### src/core/fsflc_pkg.sv
// Purpose: Shared constants of the frame, sync and FIFO level control bank
// Assumes: Byte-wide registers on an 8-bit internal register port
// Notes:   Offsets, field positions and reset values live here; the assertions and bench repeat them as literals
package fsflc_pkg;

    // Register offsets
    localparam logic [7:0] FSFLC_ADDR_IRQ_SETUP  = 8'h20;
    localparam logic [7:0] FSFLC_ADDR_ALIGN_CTRL = 8'h21;
    localparam logic [7:0] FSFLC_ADDR_FRAME_CTRL = 8'h22;
    localparam logic [7:0] FSFLC_ADDR_SEP_REQ    = 8'h23;
    localparam logic [7:0] FSFLC_ADDR_SEP_MEAS   = 8'h24;

    // Reset values
    localparam logic [7:0] FSFLC_RST_IRQ_SETUP   = 8'h00;
    localparam logic [7:0] FSFLC_RST_ALIGN_CTRL  = 8'h00;
    localparam logic [7:0] FSFLC_RST_FRAME_CTRL  = 8'h12;
    localparam logic [7:0] FSFLC_RST_SEP_REQ     = 8'h40;
    localparam logic [7:0] FSFLC_RST_SEP_MEAS    = 8'h00;

    // Interrupt setup encodings
    localparam logic [7:0] FSFLC_IRQ_TEST_MODE   = 8'h00;
    localparam logic [7:0] FSFLC_IRQ_NORMAL_MODE = 8'h01;

    // Multichip alignment control fields
    localparam int FSFLC_ALIGN_EN_BIT    = 0;
    localparam int FSFLC_ALIGN_EDGE_BIT  = 1;
    localparam logic [7:0] FSFLC_ALIGN_MASK = 8'h03;

    // Frame pulse reset control fields
    localparam int FSFLC_FRAME_TGT_LSB   = 0;
    localparam int FSFLC_FRAME_TGT_MSB   = 1;
    localparam int FSFLC_FRAME_CONT_BIT  = 2;
    localparam int FSFLC_FRAME_RETRIG_BIT = 3;
    localparam int FSFLC_FRAME_SPARE_BIT = 4;
    localparam logic [7:0] FSFLC_FRAME_MASK = 8'h17;

    // Frame reset targets
    localparam logic [1:0] FSFLC_TGT_FIFO      = 2'h0;
    localparam logic [1:0] FSFLC_TGT_OSC       = 2'h1;
    localparam logic [1:0] FSFLC_TGT_BOTH      = 2'h2;
    localparam logic [1:0] FSFLC_TGT_NONE      = 2'h3;

    // FIFO separation fields, shared by request and measurement
    localparam int FSFLC_SEP_INT_LSB     = 4;
    localparam int FSFLC_SEP_INT_MSB     = 6;
    localparam int FSFLC_SEP_FRAC_LSB    = 0;
    localparam int FSFLC_SEP_FRAC_MSB    = 2;
    localparam logic [7:0] FSFLC_SEP_MASK = 8'h77;

endpackage

### src/core/fsflc_sync_sampler.sv
// Purpose: Samples the multichip sync clock on a chosen converter edge
// Assumes: sync_pin is asynchronous to clk
// Notes:   Both edge paths run always; the select only picks the result
`timescale 1ns/1ns
module fsflc_sync_sampler
    import fsflc_pkg::*;
(
    input  wire logic clk,
    input  wire logic rst_n,
    input  wire logic sync_pin,
    input  wire logic edge_rise,
    input  wire logic enable,
    output logic      sync_level,
    output logic      sync_event
);

    logic fall_meta_r;
    logic fall_sync_r;
    logic rise_meta_r;
    logic rise_sync_r;
    logic prev_r;
    logic event_r;
    logic level_r;
    wire  sel_level;
    wire  event_nxt;

    // Falling-edge capture; its only reader is fall_sync_r
    always_ff @(negedge clk)
    begin
        if (!rst_n)
            fall_meta_r <= 1'b0;
        else
            fall_meta_r <= sync_pin;
    end

    // Second stages and edge history
    always_ff @(posedge clk)
    begin
        if (!rst_n)
        begin
            fall_sync_r <= 1'b0;
            rise_meta_r <= 1'b0;
            rise_sync_r <= 1'b0;
            prev_r      <= 1'b0;
            event_r     <= 1'b0;
            level_r     <= 1'b0;
        end
        else
        begin
            fall_sync_r <= fall_meta_r;
            rise_meta_r <= sync_pin;
            rise_sync_r <= rise_meta_r;
            prev_r      <= sel_level;
            event_r     <= event_nxt;
            level_r     <= sel_level;
        end
    end

    // Edge choice: 0 falling, 1 rising
    assign sel_level  = edge_rise ? rise_sync_r : fall_sync_r;
    // Disabled sampling yields no alignment events
    assign event_nxt  = enable & sel_level & ~prev_r;
    assign sync_event = event_r;
    assign sync_level = level_r;

endmodule

### src/core/fsflc_bank.sv
// Purpose: Register bank for interrupt setup, multichip alignment,
//          frame pulse reset and FIFO pointer separation
// Assumes: Register port comes from the serial port engine on MCLK;
//          FRAME_PIN and SYNC_CLK_PIN are asynchronous pins
// Notes:   Read data is registered, one cycle after the address
//
// Summary of operation
// - Interrupt setup byte: 0x00 test mode at reset, 0x01 normal.
// - Sync enabled samples sync clock on falling edge, or rising if set.
// - One-shot mode: writing retrigger re-arms for the next valid pulse.
// - Mode bit 0: act on first valid frame pulse only, reset once.
// - Mode bit 1: act on every valid frame pulse.
// - Target field: FIFO, oscillator, both or nothing; reset value 2.
// - Integer separation bits 6..4 in input sample periods, 0 to 7.
// - Fractional separation bits 2..0 in converter clock cycles.
// - Separation resets to integer 4, fractional 0, the recommended.
// - Measured separation reads back, integer 6..4, fractional 2..0.
`timescale 1ns/1ns
module fsflc_bank
    import fsflc_pkg::*;
(
    input  wire logic       MCLK,
    input  wire logic       NRST,
    input  wire logic [7:0] REG_ADDR,
    input  wire logic [7:0] REG_WDATA,
    input  wire logic       REG_WR,
    output logic      [7:0] REG_RDATA,
    input  wire logic       FRAME_PIN,
    input  wire logic       SYNC_CLK_PIN,
    input  wire logic [2:0] MEAS_INT_LEVEL,
    input  wire logic [2:0] MEAS_FRAC_LEVEL,
    output logic            IRQ_NORMAL_MODE,
    output logic      [7:0] IRQ_OPERATING_SELECT,
    output logic            SYNC_ENABLE,
    output logic            SYNC_EVENT,
    output logic            SYNC_LEVEL,
    output logic            FIFO_RESET_PULSE,
    output logic            OSC_RESET_PULSE,
    output logic            FRAME_ARMED,
    output logic      [2:0] REQ_INT_LEVEL,
    output logic      [2:0] REQ_FRAC_LEVEL
);

    logic [7:0] irq_setup_r;
    logic [7:0] align_ctrl_r;
    logic [7:0] frame_ctrl_r;
    logic [7:0] sep_req_r;
    logic [7:0] sep_meas_r;
    logic [7:0] rdata_r;
    logic       frame_meta_r;
    logic       frame_sync_r;
    logic       frame_prev_r;
    logic       armed_r;
    logic       fifo_rst_r;
    logic       osc_rst_r;

    wire        wr_irq;
    wire        wr_align;
    wire        wr_frame;
    wire        wr_sep;
    wire        retrig_wr;
    wire        frame_edge;
    wire        cont_mode;
    wire  [1:0] target;
    wire        act;
    wire        armed_nxt;
    wire        fifo_rst_nxt;
    wire        osc_rst_nxt;
    wire  [7:0] frame_wr_val;
    wire  [7:0] sep_meas_nxt;
    logic [7:0] rdata_nxt;

    // Write decode; the measured register has no write path
    assign wr_irq   = REG_WR & (REG_ADDR == FSFLC_ADDR_IRQ_SETUP);
    assign wr_align = REG_WR & (REG_ADDR == FSFLC_ADDR_ALIGN_CTRL);
    assign wr_frame = REG_WR & (REG_ADDR == FSFLC_ADDR_FRAME_CTRL);
    assign wr_sep   = REG_WR & (REG_ADDR == FSFLC_ADDR_SEP_REQ);
    // Retrigger acts only in one-shot mode, as written
    assign retrig_wr = wr_frame & REG_WDATA[FSFLC_FRAME_RETRIG_BIT]
                     & ~REG_WDATA[FSFLC_FRAME_CONT_BIT];
    // Retrigger bit is a command; it is not kept, so it reads zero
    assign frame_wr_val = REG_WDATA & FSFLC_FRAME_MASK;

    // Programmable registers; writes land at the edge, so the new value
    // governs only pulses seen after it
    always_ff @(posedge MCLK)
    begin
        if (!NRST)
        begin
            irq_setup_r  <= FSFLC_RST_IRQ_SETUP;
            align_ctrl_r <= FSFLC_RST_ALIGN_CTRL;
            frame_ctrl_r <= FSFLC_RST_FRAME_CTRL;
            sep_req_r    <= FSFLC_RST_SEP_REQ;
        end
        else
        begin
            if (wr_irq)
                irq_setup_r <= REG_WDATA;
            if (wr_align)
                align_ctrl_r <= REG_WDATA & FSFLC_ALIGN_MASK;
            if (wr_frame)
                frame_ctrl_r <= frame_wr_val;
            if (wr_sep)
                sep_req_r <= REG_WDATA & FSFLC_SEP_MASK;
        end
    end

    // Frame pin synchroniser and rising-edge detection
    always_ff @(posedge MCLK)
    begin
        if (!NRST)
        begin
            frame_meta_r <= 1'b0;
            frame_sync_r <= 1'b0;
            frame_prev_r <= 1'b0;
        end
        else
        begin
            frame_meta_r <= FRAME_PIN;
            frame_sync_r <= frame_meta_r;
            frame_prev_r <= frame_sync_r;
        end
    end

    assign frame_edge = frame_sync_r & ~frame_prev_r;
    assign cont_mode  = frame_ctrl_r[FSFLC_FRAME_CONT_BIT];
    assign target     = frame_ctrl_r[FSFLC_FRAME_TGT_MSB:FSFLC_FRAME_TGT_LSB];

    // Continuous mode acts on every pulse, one-shot only while armed
    assign act = frame_edge & (cont_mode | armed_r);
    // Re-arm beats the consuming pulse in the same cycle
    assign armed_nxt = retrig_wr ? 1'b1
                     : (act & ~cont_mode) ? 1'b0
                     : armed_r;

    // Target decode of a valid pulse
    assign fifo_rst_nxt = act & ((target == FSFLC_TGT_FIFO)
                               | (target == FSFLC_TGT_BOTH));
    assign osc_rst_nxt  = act & ((target == FSFLC_TGT_OSC)
                               | (target == FSFLC_TGT_BOTH));

    // Arm state and one-cycle reset pulses
    always_ff @(posedge MCLK)
    begin
        if (!NRST)
        begin
            armed_r    <= 1'b1;
            fifo_rst_r <= 1'b0;
            osc_rst_r  <= 1'b0;
        end
        else
        begin
            armed_r    <= armed_nxt;
            fifo_rst_r <= fifo_rst_nxt;
            osc_rst_r  <= osc_rst_nxt;
        end
    end

    // Measured separation, refreshed every cycle from the FIFO logic
    assign sep_meas_nxt = {1'b0, MEAS_INT_LEVEL, 1'b0, MEAS_FRAC_LEVEL};

    always_ff @(posedge MCLK)
    begin
        if (!NRST)
            sep_meas_r <= FSFLC_RST_SEP_MEAS;
        else
            sep_meas_r <= sep_meas_nxt;
    end

    // Read mux; unmapped offsets read zero
    always_comb
    begin
        case (REG_ADDR)
            FSFLC_ADDR_IRQ_SETUP:  rdata_nxt = irq_setup_r;
            FSFLC_ADDR_ALIGN_CTRL: rdata_nxt = align_ctrl_r;
            FSFLC_ADDR_FRAME_CTRL: rdata_nxt = frame_ctrl_r;
            FSFLC_ADDR_SEP_REQ:    rdata_nxt = sep_req_r;
            FSFLC_ADDR_SEP_MEAS:   rdata_nxt = sep_meas_r;
            default:               rdata_nxt = 8'h00;
        endcase
    end

    always_ff @(posedge MCLK)
    begin
        if (!NRST)
            rdata_r <= 8'h00;
        else
            rdata_r <= rdata_nxt;
    end

    // Sync clock sampling on the selected converter edge
    fsflc_sync_sampler u_sync
    (
        .clk        (MCLK),
        .rst_n      (NRST),
        .sync_pin   (SYNC_CLK_PIN),
        .edge_rise  (align_ctrl_r[FSFLC_ALIGN_EDGE_BIT]),
        .enable     (align_ctrl_r[FSFLC_ALIGN_EN_BIT]),
        .sync_level (SYNC_LEVEL),
        .sync_event (SYNC_EVENT)
    );

    // Outputs; all from registers
    assign REG_RDATA            = rdata_r;
    assign IRQ_OPERATING_SELECT = irq_setup_r;
    // Anything other than the normal code is treated as test mode
    assign IRQ_NORMAL_MODE = (irq_setup_r == FSFLC_IRQ_NORMAL_MODE);
    assign SYNC_ENABLE          = align_ctrl_r[FSFLC_ALIGN_EN_BIT];
    assign FIFO_RESET_PULSE     = fifo_rst_r;
    assign OSC_RESET_PULSE      = osc_rst_r;
    assign FRAME_ARMED          = armed_r;
    // Fraction is passed as written; range is the host's duty
    assign REQ_INT_LEVEL  =
        sep_req_r[FSFLC_SEP_INT_MSB:FSFLC_SEP_INT_LSB];
    assign REQ_FRAC_LEVEL =
        sep_req_r[FSFLC_SEP_FRAC_MSB:FSFLC_SEP_FRAC_LSB];

endmodule

### config.mk
export PLATFORM = sky130hd
export DESIGN_NAME = fsflc_bank
export DESIGN_NICKNAME = d
export VERILOG_FILES = /design/src/core/fsflc_pkg.sv /design/src/core/fsflc_sync_sampler.sv /design/src/core/fsflc_bank.sv
export SDC_FILE = /design/constraint.sdc
export NUM_CORES = 1
export LEC_CHECK = 0
export ABC_CLOCK_PERIOD_IN_PS = 3700
export BUFFER_PORTS_ARGS = -buffer_cell sky130_fd_sc_hd__buf_4
export CELL_PAD_IN_SITES_DETAIL_PLACEMENT = 0
export CELL_PAD_IN_SITES_GLOBAL_PLACEMENT = 1
export CORE_ASPECT_RATIO = 2
export CORE_UTILIZATION = 41
export DETAILED_ROUTE_END_ITERATION = 10
export MAX_ROUTING_LAYER = met4
export PLACE_DENSITY = 0.87
export SLEW_MARGIN = 30
export SYNTH_ARGS = -nofsm -noshare
export SYNTH_HDL_FRONTEND = slang
export SYNTH_HIERARCHICAL = 1
export SYNTH_SLANG_ARGS = --single-unit
### constraint.sdc
create_clock -name MCLK -period 3.7 [get_ports MCLK]
set_input_delay 0.37 -clock MCLK [delete_from_list [all_inputs] [get_ports MCLK]]
set_output_delay 0.37 -clock MCLK [all_outputs]
set_load 0.02 [all_outputs]
==> flow_metrics.tcl, run 1 <==
set metrics [dict create \
    synth_top_flop_cell "dfxtp_1" \
    cts_buffers 5 \
    fin_cells 295 \
    root_buffer "clkbuf_8" \
    synth_area_leaders "dfxtp_1, mux2i_1, nand2_1" \
    syn-num-nets 215 \
    synth_edf_count 0 \
    p_total_w 0.0008851 \
    grt_pass1_wl_um 6561 \
    setup-violations-final 0 \
    cts.clk_slew.worst_paths_ps 80 \
    antenna_left 0 \
    worstMarginPinSlew_ps 654.1 \
    crit_family "flip-flops" \
    path_buf_inv 0 \
    rsz0062_at_grt "false" \
    ctsResizeCount 0 \
    vias 1471 \
    slew_headroom_pct 56.21 \
    cts_num_sinks 46 \
    ys_types 35 \
    slowest_delay_ps 280 \
    clock_latency_ps 350 \
    dpl.hpwl_um 3076 \
    fin_skew_ps 55.54 \
    cp.required_ps 3890 \
    synthArstFlopShare_pct 0 \
    layout-drive-gt1-share_pct 31.95 \
    fp.dieW_um 49.64 \
    cp-end-kind "flop" \
    critPathArrivalTime_ps 2620 \
    track_usage_pct 18.66 \
    avgViaCountPerCell 4.986 \
    grt_pass1_vias 1405 \
    placedCellCount 287 \
    seq_area_um2 920.9 \
    ys_warn_count 6 \
    holdBufCountCts 0 \
    synth_top_area_cell "dfxtp_1" \
    hp-start "MEAS_INT_LEVEL[0]" \
    drc 0 \
    critPathLaunchType "flop" \
    holdCritPathClass "in2reg" \
    drt_iter0_drc 34 \
    grt_max_degree 46 \
    cpMaxStageDelayCell "dfxtp_1" \
    leakage_nw 1.129 \
    detail_route.wl_per_cell_um 13.86 \
    htreeDepth 2 \
    worstPathMaxFanout 1 \
    status "finished clean" \
    rows 34 \
    r2r_slack_ps 1280 \
    hold_violations 0 \
    drv_slew 0 \
    synth-seq-area-share_pct 49.50 \
    cts_max_path_buffers 2 \
    whs_path_depth 2 \
    netlist.area_leader.share_pct 49.50 \
    synthTopCellsByCount "dfxtp_1, nand2_1, mux2i_1, and2_1" \
    firstDrtPassIters 4 \
    reg2reg_from "u_sync/fall_meta_r" \
    syn_area_per_cell_um2 10.00 \
    ir_drop_mv 0.3872 \
    cap_violations 0 \
    nets 269 \
    place.gp.congestion 0.8167 \
    power_density_nw_per_um2 369.2 \
    setup_tns_ps 0 \
    yosysMostFrequentCell "dfxtp_1" \
    dieHeight_um 97.27 \
    totalWireLength_um 4089 \
    insertedDiodeCount 0 \
    start_util_pct 42.88 \
    design.core.area_um2 4339 \
    post_cts_buffers 0 \
    fill_cells 429 \
    hold_end "sep_meas_r[4]" \
    synthCells 186 \
    reg2regPathDepth 1 \
    whs_ps 273.1 \
    path_cells "and2_1" \
    area_delta_synth_final_pct 28.85 \
    ys_ff_latch 46 \
    cts_tree "built" \
    dieArea_um2 4828 \
    timing.rr.end "u_sync/fall_sync_r" \
    overflow 0 \
    synth_area_um2 1861 \
    port_buffers 55 \
    crit_type "reg2reg" \
    multiInputGateArea_um2 878.3 \
    pin_count 56 \
    antenna_found_initial 0 \
]
## power by group
part / switching (W) / internal [W] / leakage (nW) / total (W)
clock network: 0.000160 / 0.000149 / 0.0577 / 0.000310
registers: 0.00000316 / 0.000503 / 0.374 / 0.000506
logic: 0.0000349 / 0.0000340 / 0.697 / 0.0000690
total: 0.000198 / 0.000687 / 1.13 / 0.000885
## layer usage
metal / global-route usage (%) / wire [um] / up-vias
li1: - / - / 745
met1: 18.82 / 1553 / 681
met2: 32.85 / 2275 / 34
met3: 4.069 / 160 / 11
met4: 8.791 / 99 / 0
met5: - / 0 / -
## placed cells by master, fill, tap and decap left out, drive strengths merged, types with 6 or more instances in the layout
cell,synthesis,routed
nor2,6,6
clkbuf,7,6
dfxtp,46,46
nor2b,7,7
nand2,28,28
buf,2,56
inv,5,6
and2,13,13
nand3,8,8
mux2i,21,21
## registers in the layout, summed over array words and instances, names as in the netlist, 2 cells and up
name,flops
align_ctrl_r,2
sep_meas_r,6
IRQ_OPERATING_SELECT,8
REG_RDATA,8
sep_req_r,6
frame_ctrl_r,4
## through the flow
stage / util, % / setup WS [ps] / area, um^2
finish: 55.25 / 1278 / 2397
global route: 55.25 / 1270 / 2397
CTS: 55.25 / 1278 / 2397
detailed placement: 53.14 / 1088 / 2306
global placement: 53.14 / 1106 / 2306
floorplan: - / 1226 / 1861
## cell families after synthesis
family	after synthesis	share of synthesized area, %
buf+inv	14	3.295
mux	25	13.72
simple gates	84	26.36
flops	46	49.50
compound gates	15	5.784
fa+ha+maj	2	1.345
## area by class of cell
class / count / area share (%)
clock inverter: 3 / 0.5219
timing repair buffer: 56 / 17.54
clock buffer: 6 / 3.445
multi-input combinational: 126 / 36.64
inverter: 4 / 0.6263
sequential: 46 / 38.41
tap: 54 / 2.818
## how the worst max path moves through the flow
stage	from	cells past startpoint	to	slack, ps
finish	u_sync/fall_meta_r	1	u_sync/fall_sync_r	1280
global route	u_sync/fall_meta_r	1	u_sync/fall_sync_r	1270
CTS	u_sync/fall_meta_r	1	u_sync/fall_sync_r	1280
detailed placement	NRST	2	u_sync/fall_meta_r	1090
global placement	NRST	2	u_sync/fall_meta_r	1110
floorplan	NRST	1	u_sync/fall_meta_r	1230
(Power assumes the default switching activity.)
==> run 2, diff against run 1 <==
Settings changed: ABC_AREA set to 1, ABC_CLOCK_PERIOD_IN_PS 3700 to 2150, CORE_UTILIZATION 41 to 32, PLACE_DENSITY 0.87 to 0.77.
Clock period 3.7 ns to 2.15 ns, I/O delays scaled along.
==> run 2 against run 1 <==
- core utilization shrank 11 points
- critical endpoint unchanged
- global-route usage shrank 3.1 points
- clock-buffer cell count is the same
- sequential cell count is the same
- sequential power grew 73%
- design area grew 3.8%
- worst setup slack lost 740 ps
- die area grew 28%
==> flow_metrics.tcl, run 2 <==
set metrics [dict create \
    status "finished clean" \
    setup-violations-final 0 \
    synth_area_um2 1879 \
    overflow 0 \
    whs_ps 108.9 \
    layout-drive-gt1-share_pct 25.89 \
    r2r_slack_ps 540 \
    root_buffer "clkbuf_16" \
    crit_type "reg2reg" \
    area_delta_synth_final_pct 32.42 \
    critPathArrivalTime_ps 1800 \
    holdCritPathClass "in2reg" \
    cts_num_sinks 46 \
    avgViaCountPerCell 4.457 \
    clock_latency_ps 350 \
    fin_skew_ps 67.91 \
    cts_max_path_buffers 2 \
    drc 0 \
    cp.required_ps 2340 \
    leakage_nw 1.256 \
    synthArstFlopShare_pct 0 \
    cap_violations 0 \
    start_util_pct 33.20 \
    track_usage_pct 15.59 \
    antenna_left 0 \
    worstPathMaxFanout 1 \
    place.gp.congestion 0.7555 \
    firstDrtPassIters 4 \
    p_total_w 0.001718 \
    setup_tns_ps 0 \
    syn_area_per_cell_um2 7.547 \
    reg2regPathDepth 2 \
    nets 337 \
    timing.rr.end "u_sync/fall_sync_r" \
    cts_buffers 5 \
    grt_max_degree 28 \
    drv_slew 0 \
    dpl.hpwl_um 3459 \
    hold_end "sep_meas_r[0]" \
    fp.dieW_um 56.19 \
    cp-end-kind "flop" \
    ctsResizeCount 0 \
    design.core.area_um2 5660 \
    synth-seq-area-share_pct 49.00 \
    final_common_cell "nand2_1" \
    dieHeight_um 110.4 \
    totalWireLength_um 4374 \
    detail_route.wl_per_cell_um 11.82 \
    drt_iter0_drc 54 \
    hold_violations 0 \
    vias 1649 \
    antenna_found_initial 0 \
    ys_warn_count 6 \
    htreeDepth 2 \
    holdBufCountCts 0 \
    reg2reg_from "u_sync/fall_meta_r" \
    final_cell_mix "nand2_1, buf_4, dfxtp_1, inv_1, nand3_1" \
    power_density_nw_per_um2 690.2 \
    synth_top_area_cell "dfxtp_1" \
    pin_count 56 \
    synth_top_flop_cell "dfxtp_1" \
    hp-start "MEAS_FRAC_LEVEL[0]" \
    slew_headroom_pct 66.48 \
    ys_types 23 \
    rsz0062_at_grt "false" \
    port_buffers 55 \
    grt_pass1_wl_um 7031 \
    fill_cells 617 \
    dieArea_um2 6202 \
    syn-num-nets 278 \
    insertedDiodeCount 0 \
    pre_cts_ws_ps 514.4 \
    synthTopCellsByCount "nand2_1, dfxtp_1, inv_1, nand3_1, nor2_1" \
    post_cts_buffers 0 \
    critPathLaunchType "flop" \
    netlist.area_leader.share_pct 49.00 \
    setup_ws_ps 540.9 \
    ys_ff_latch 46 \
    worstMarginPinSlew_ps 502.3 \
    synth_edf_count 0 \
    cts.clk_slew.worst_paths_ps 60 \
    yosysMostFrequentCell "nand2_1" \
    ir_drop_mv 0.6539 \
    fin_area_um2 2489 \
    critPathLaunch "u_sync/fall_meta_r" \
    cts_tree "built" \
    placed_area_um2 2350 \
    grt_pass1_vias 1528 \
    synthCells 249 \
    whs_path_depth 3 \
    rows 39 \
    synth_area_leaders "dfxtp_1, nand2_1, inv_1" \
]
==> run 2: cell types whose count changed after synthesis, moves of 13 or more <==
cell,change
nand2_1,+30
mux2i_1,-21
inv_1,+35
nor2_1,+18
and2_1,-13
nand3_1,+19
==> run 2: layout make-up <==
cell class                 instances  area, um^2  area share [%]
sequential                        46       920.9           37.00
multi-input combinational        155       763.2           30.67
timing repair buffer              57       427.9           17.19
inverter                          42       157.7           6.335
clock buffer                       6       128.9           5.178
tap                               61       76.32           3.067
clock inverter                     3       13.76          0.5530
==> run 2: worst max path at each step <==
stage                              end  slack, ps  depth (start not counted)
global route        u_sync/fall_sync_r        530                          2
detailed placement  u_sync/fall_meta_r        510                          3
CTS                 u_sync/fall_sync_r        540                          2
global placement    u_sync/fall_meta_r        520                          3
floorplan           u_sync/fall_sync_r        620                          2
finish              u_sync/fall_sync_r        540                          2
==> run 2: critical path: stages, from the launching register on <==
cell	delay (ps)
dfxtp_1	290
nand2_1	50
inv_1	30
==> run 2: kinds of logic (layout without fill, tap and decap cells) <==
group / Yosys count / after routing / share of synthesized area [%]
AND/OR/NAND/NOR: 125 / 125 / 31.76
buffers and inverters: 48 / 108 / 10.39
flip-flops: 46 / 46 / 49.00
AO/OA/AOI/OAI: 28 / 28 / 7.524
adder cells (fa/ha/maj): 2 / 2 / 1.331
==> run 2: layer usage <==
metal  vias to the layer above  GRT usage, %  routed length, um
met5                         -             -                  0
met4                         0         7.840                 86
met3                         5         2.800                137
met2                        29         30.27               2510
met1                       730         14.25               1640
li1                        885             -                  -
==> run 2: power breakdown <==
part | switching, W | total, W | internal (W) | leakage [nW]
sequential | 0.00000504 | 0.000873 | 0.000868 | 0.374
clock | 0.000304 | 0.000733 | 0.000430 | 0.0779
combinational | 0.0000621 | 0.000111 | 0.0000493 | 0.804
==> run 2: stage by stage <==
stage	instances	utilization, %
global route	370	43.97
detailed placement	362	41.51
global placement	362	41.51
floorplan	249	-
CTS	370	43.97
finish	370	43.97
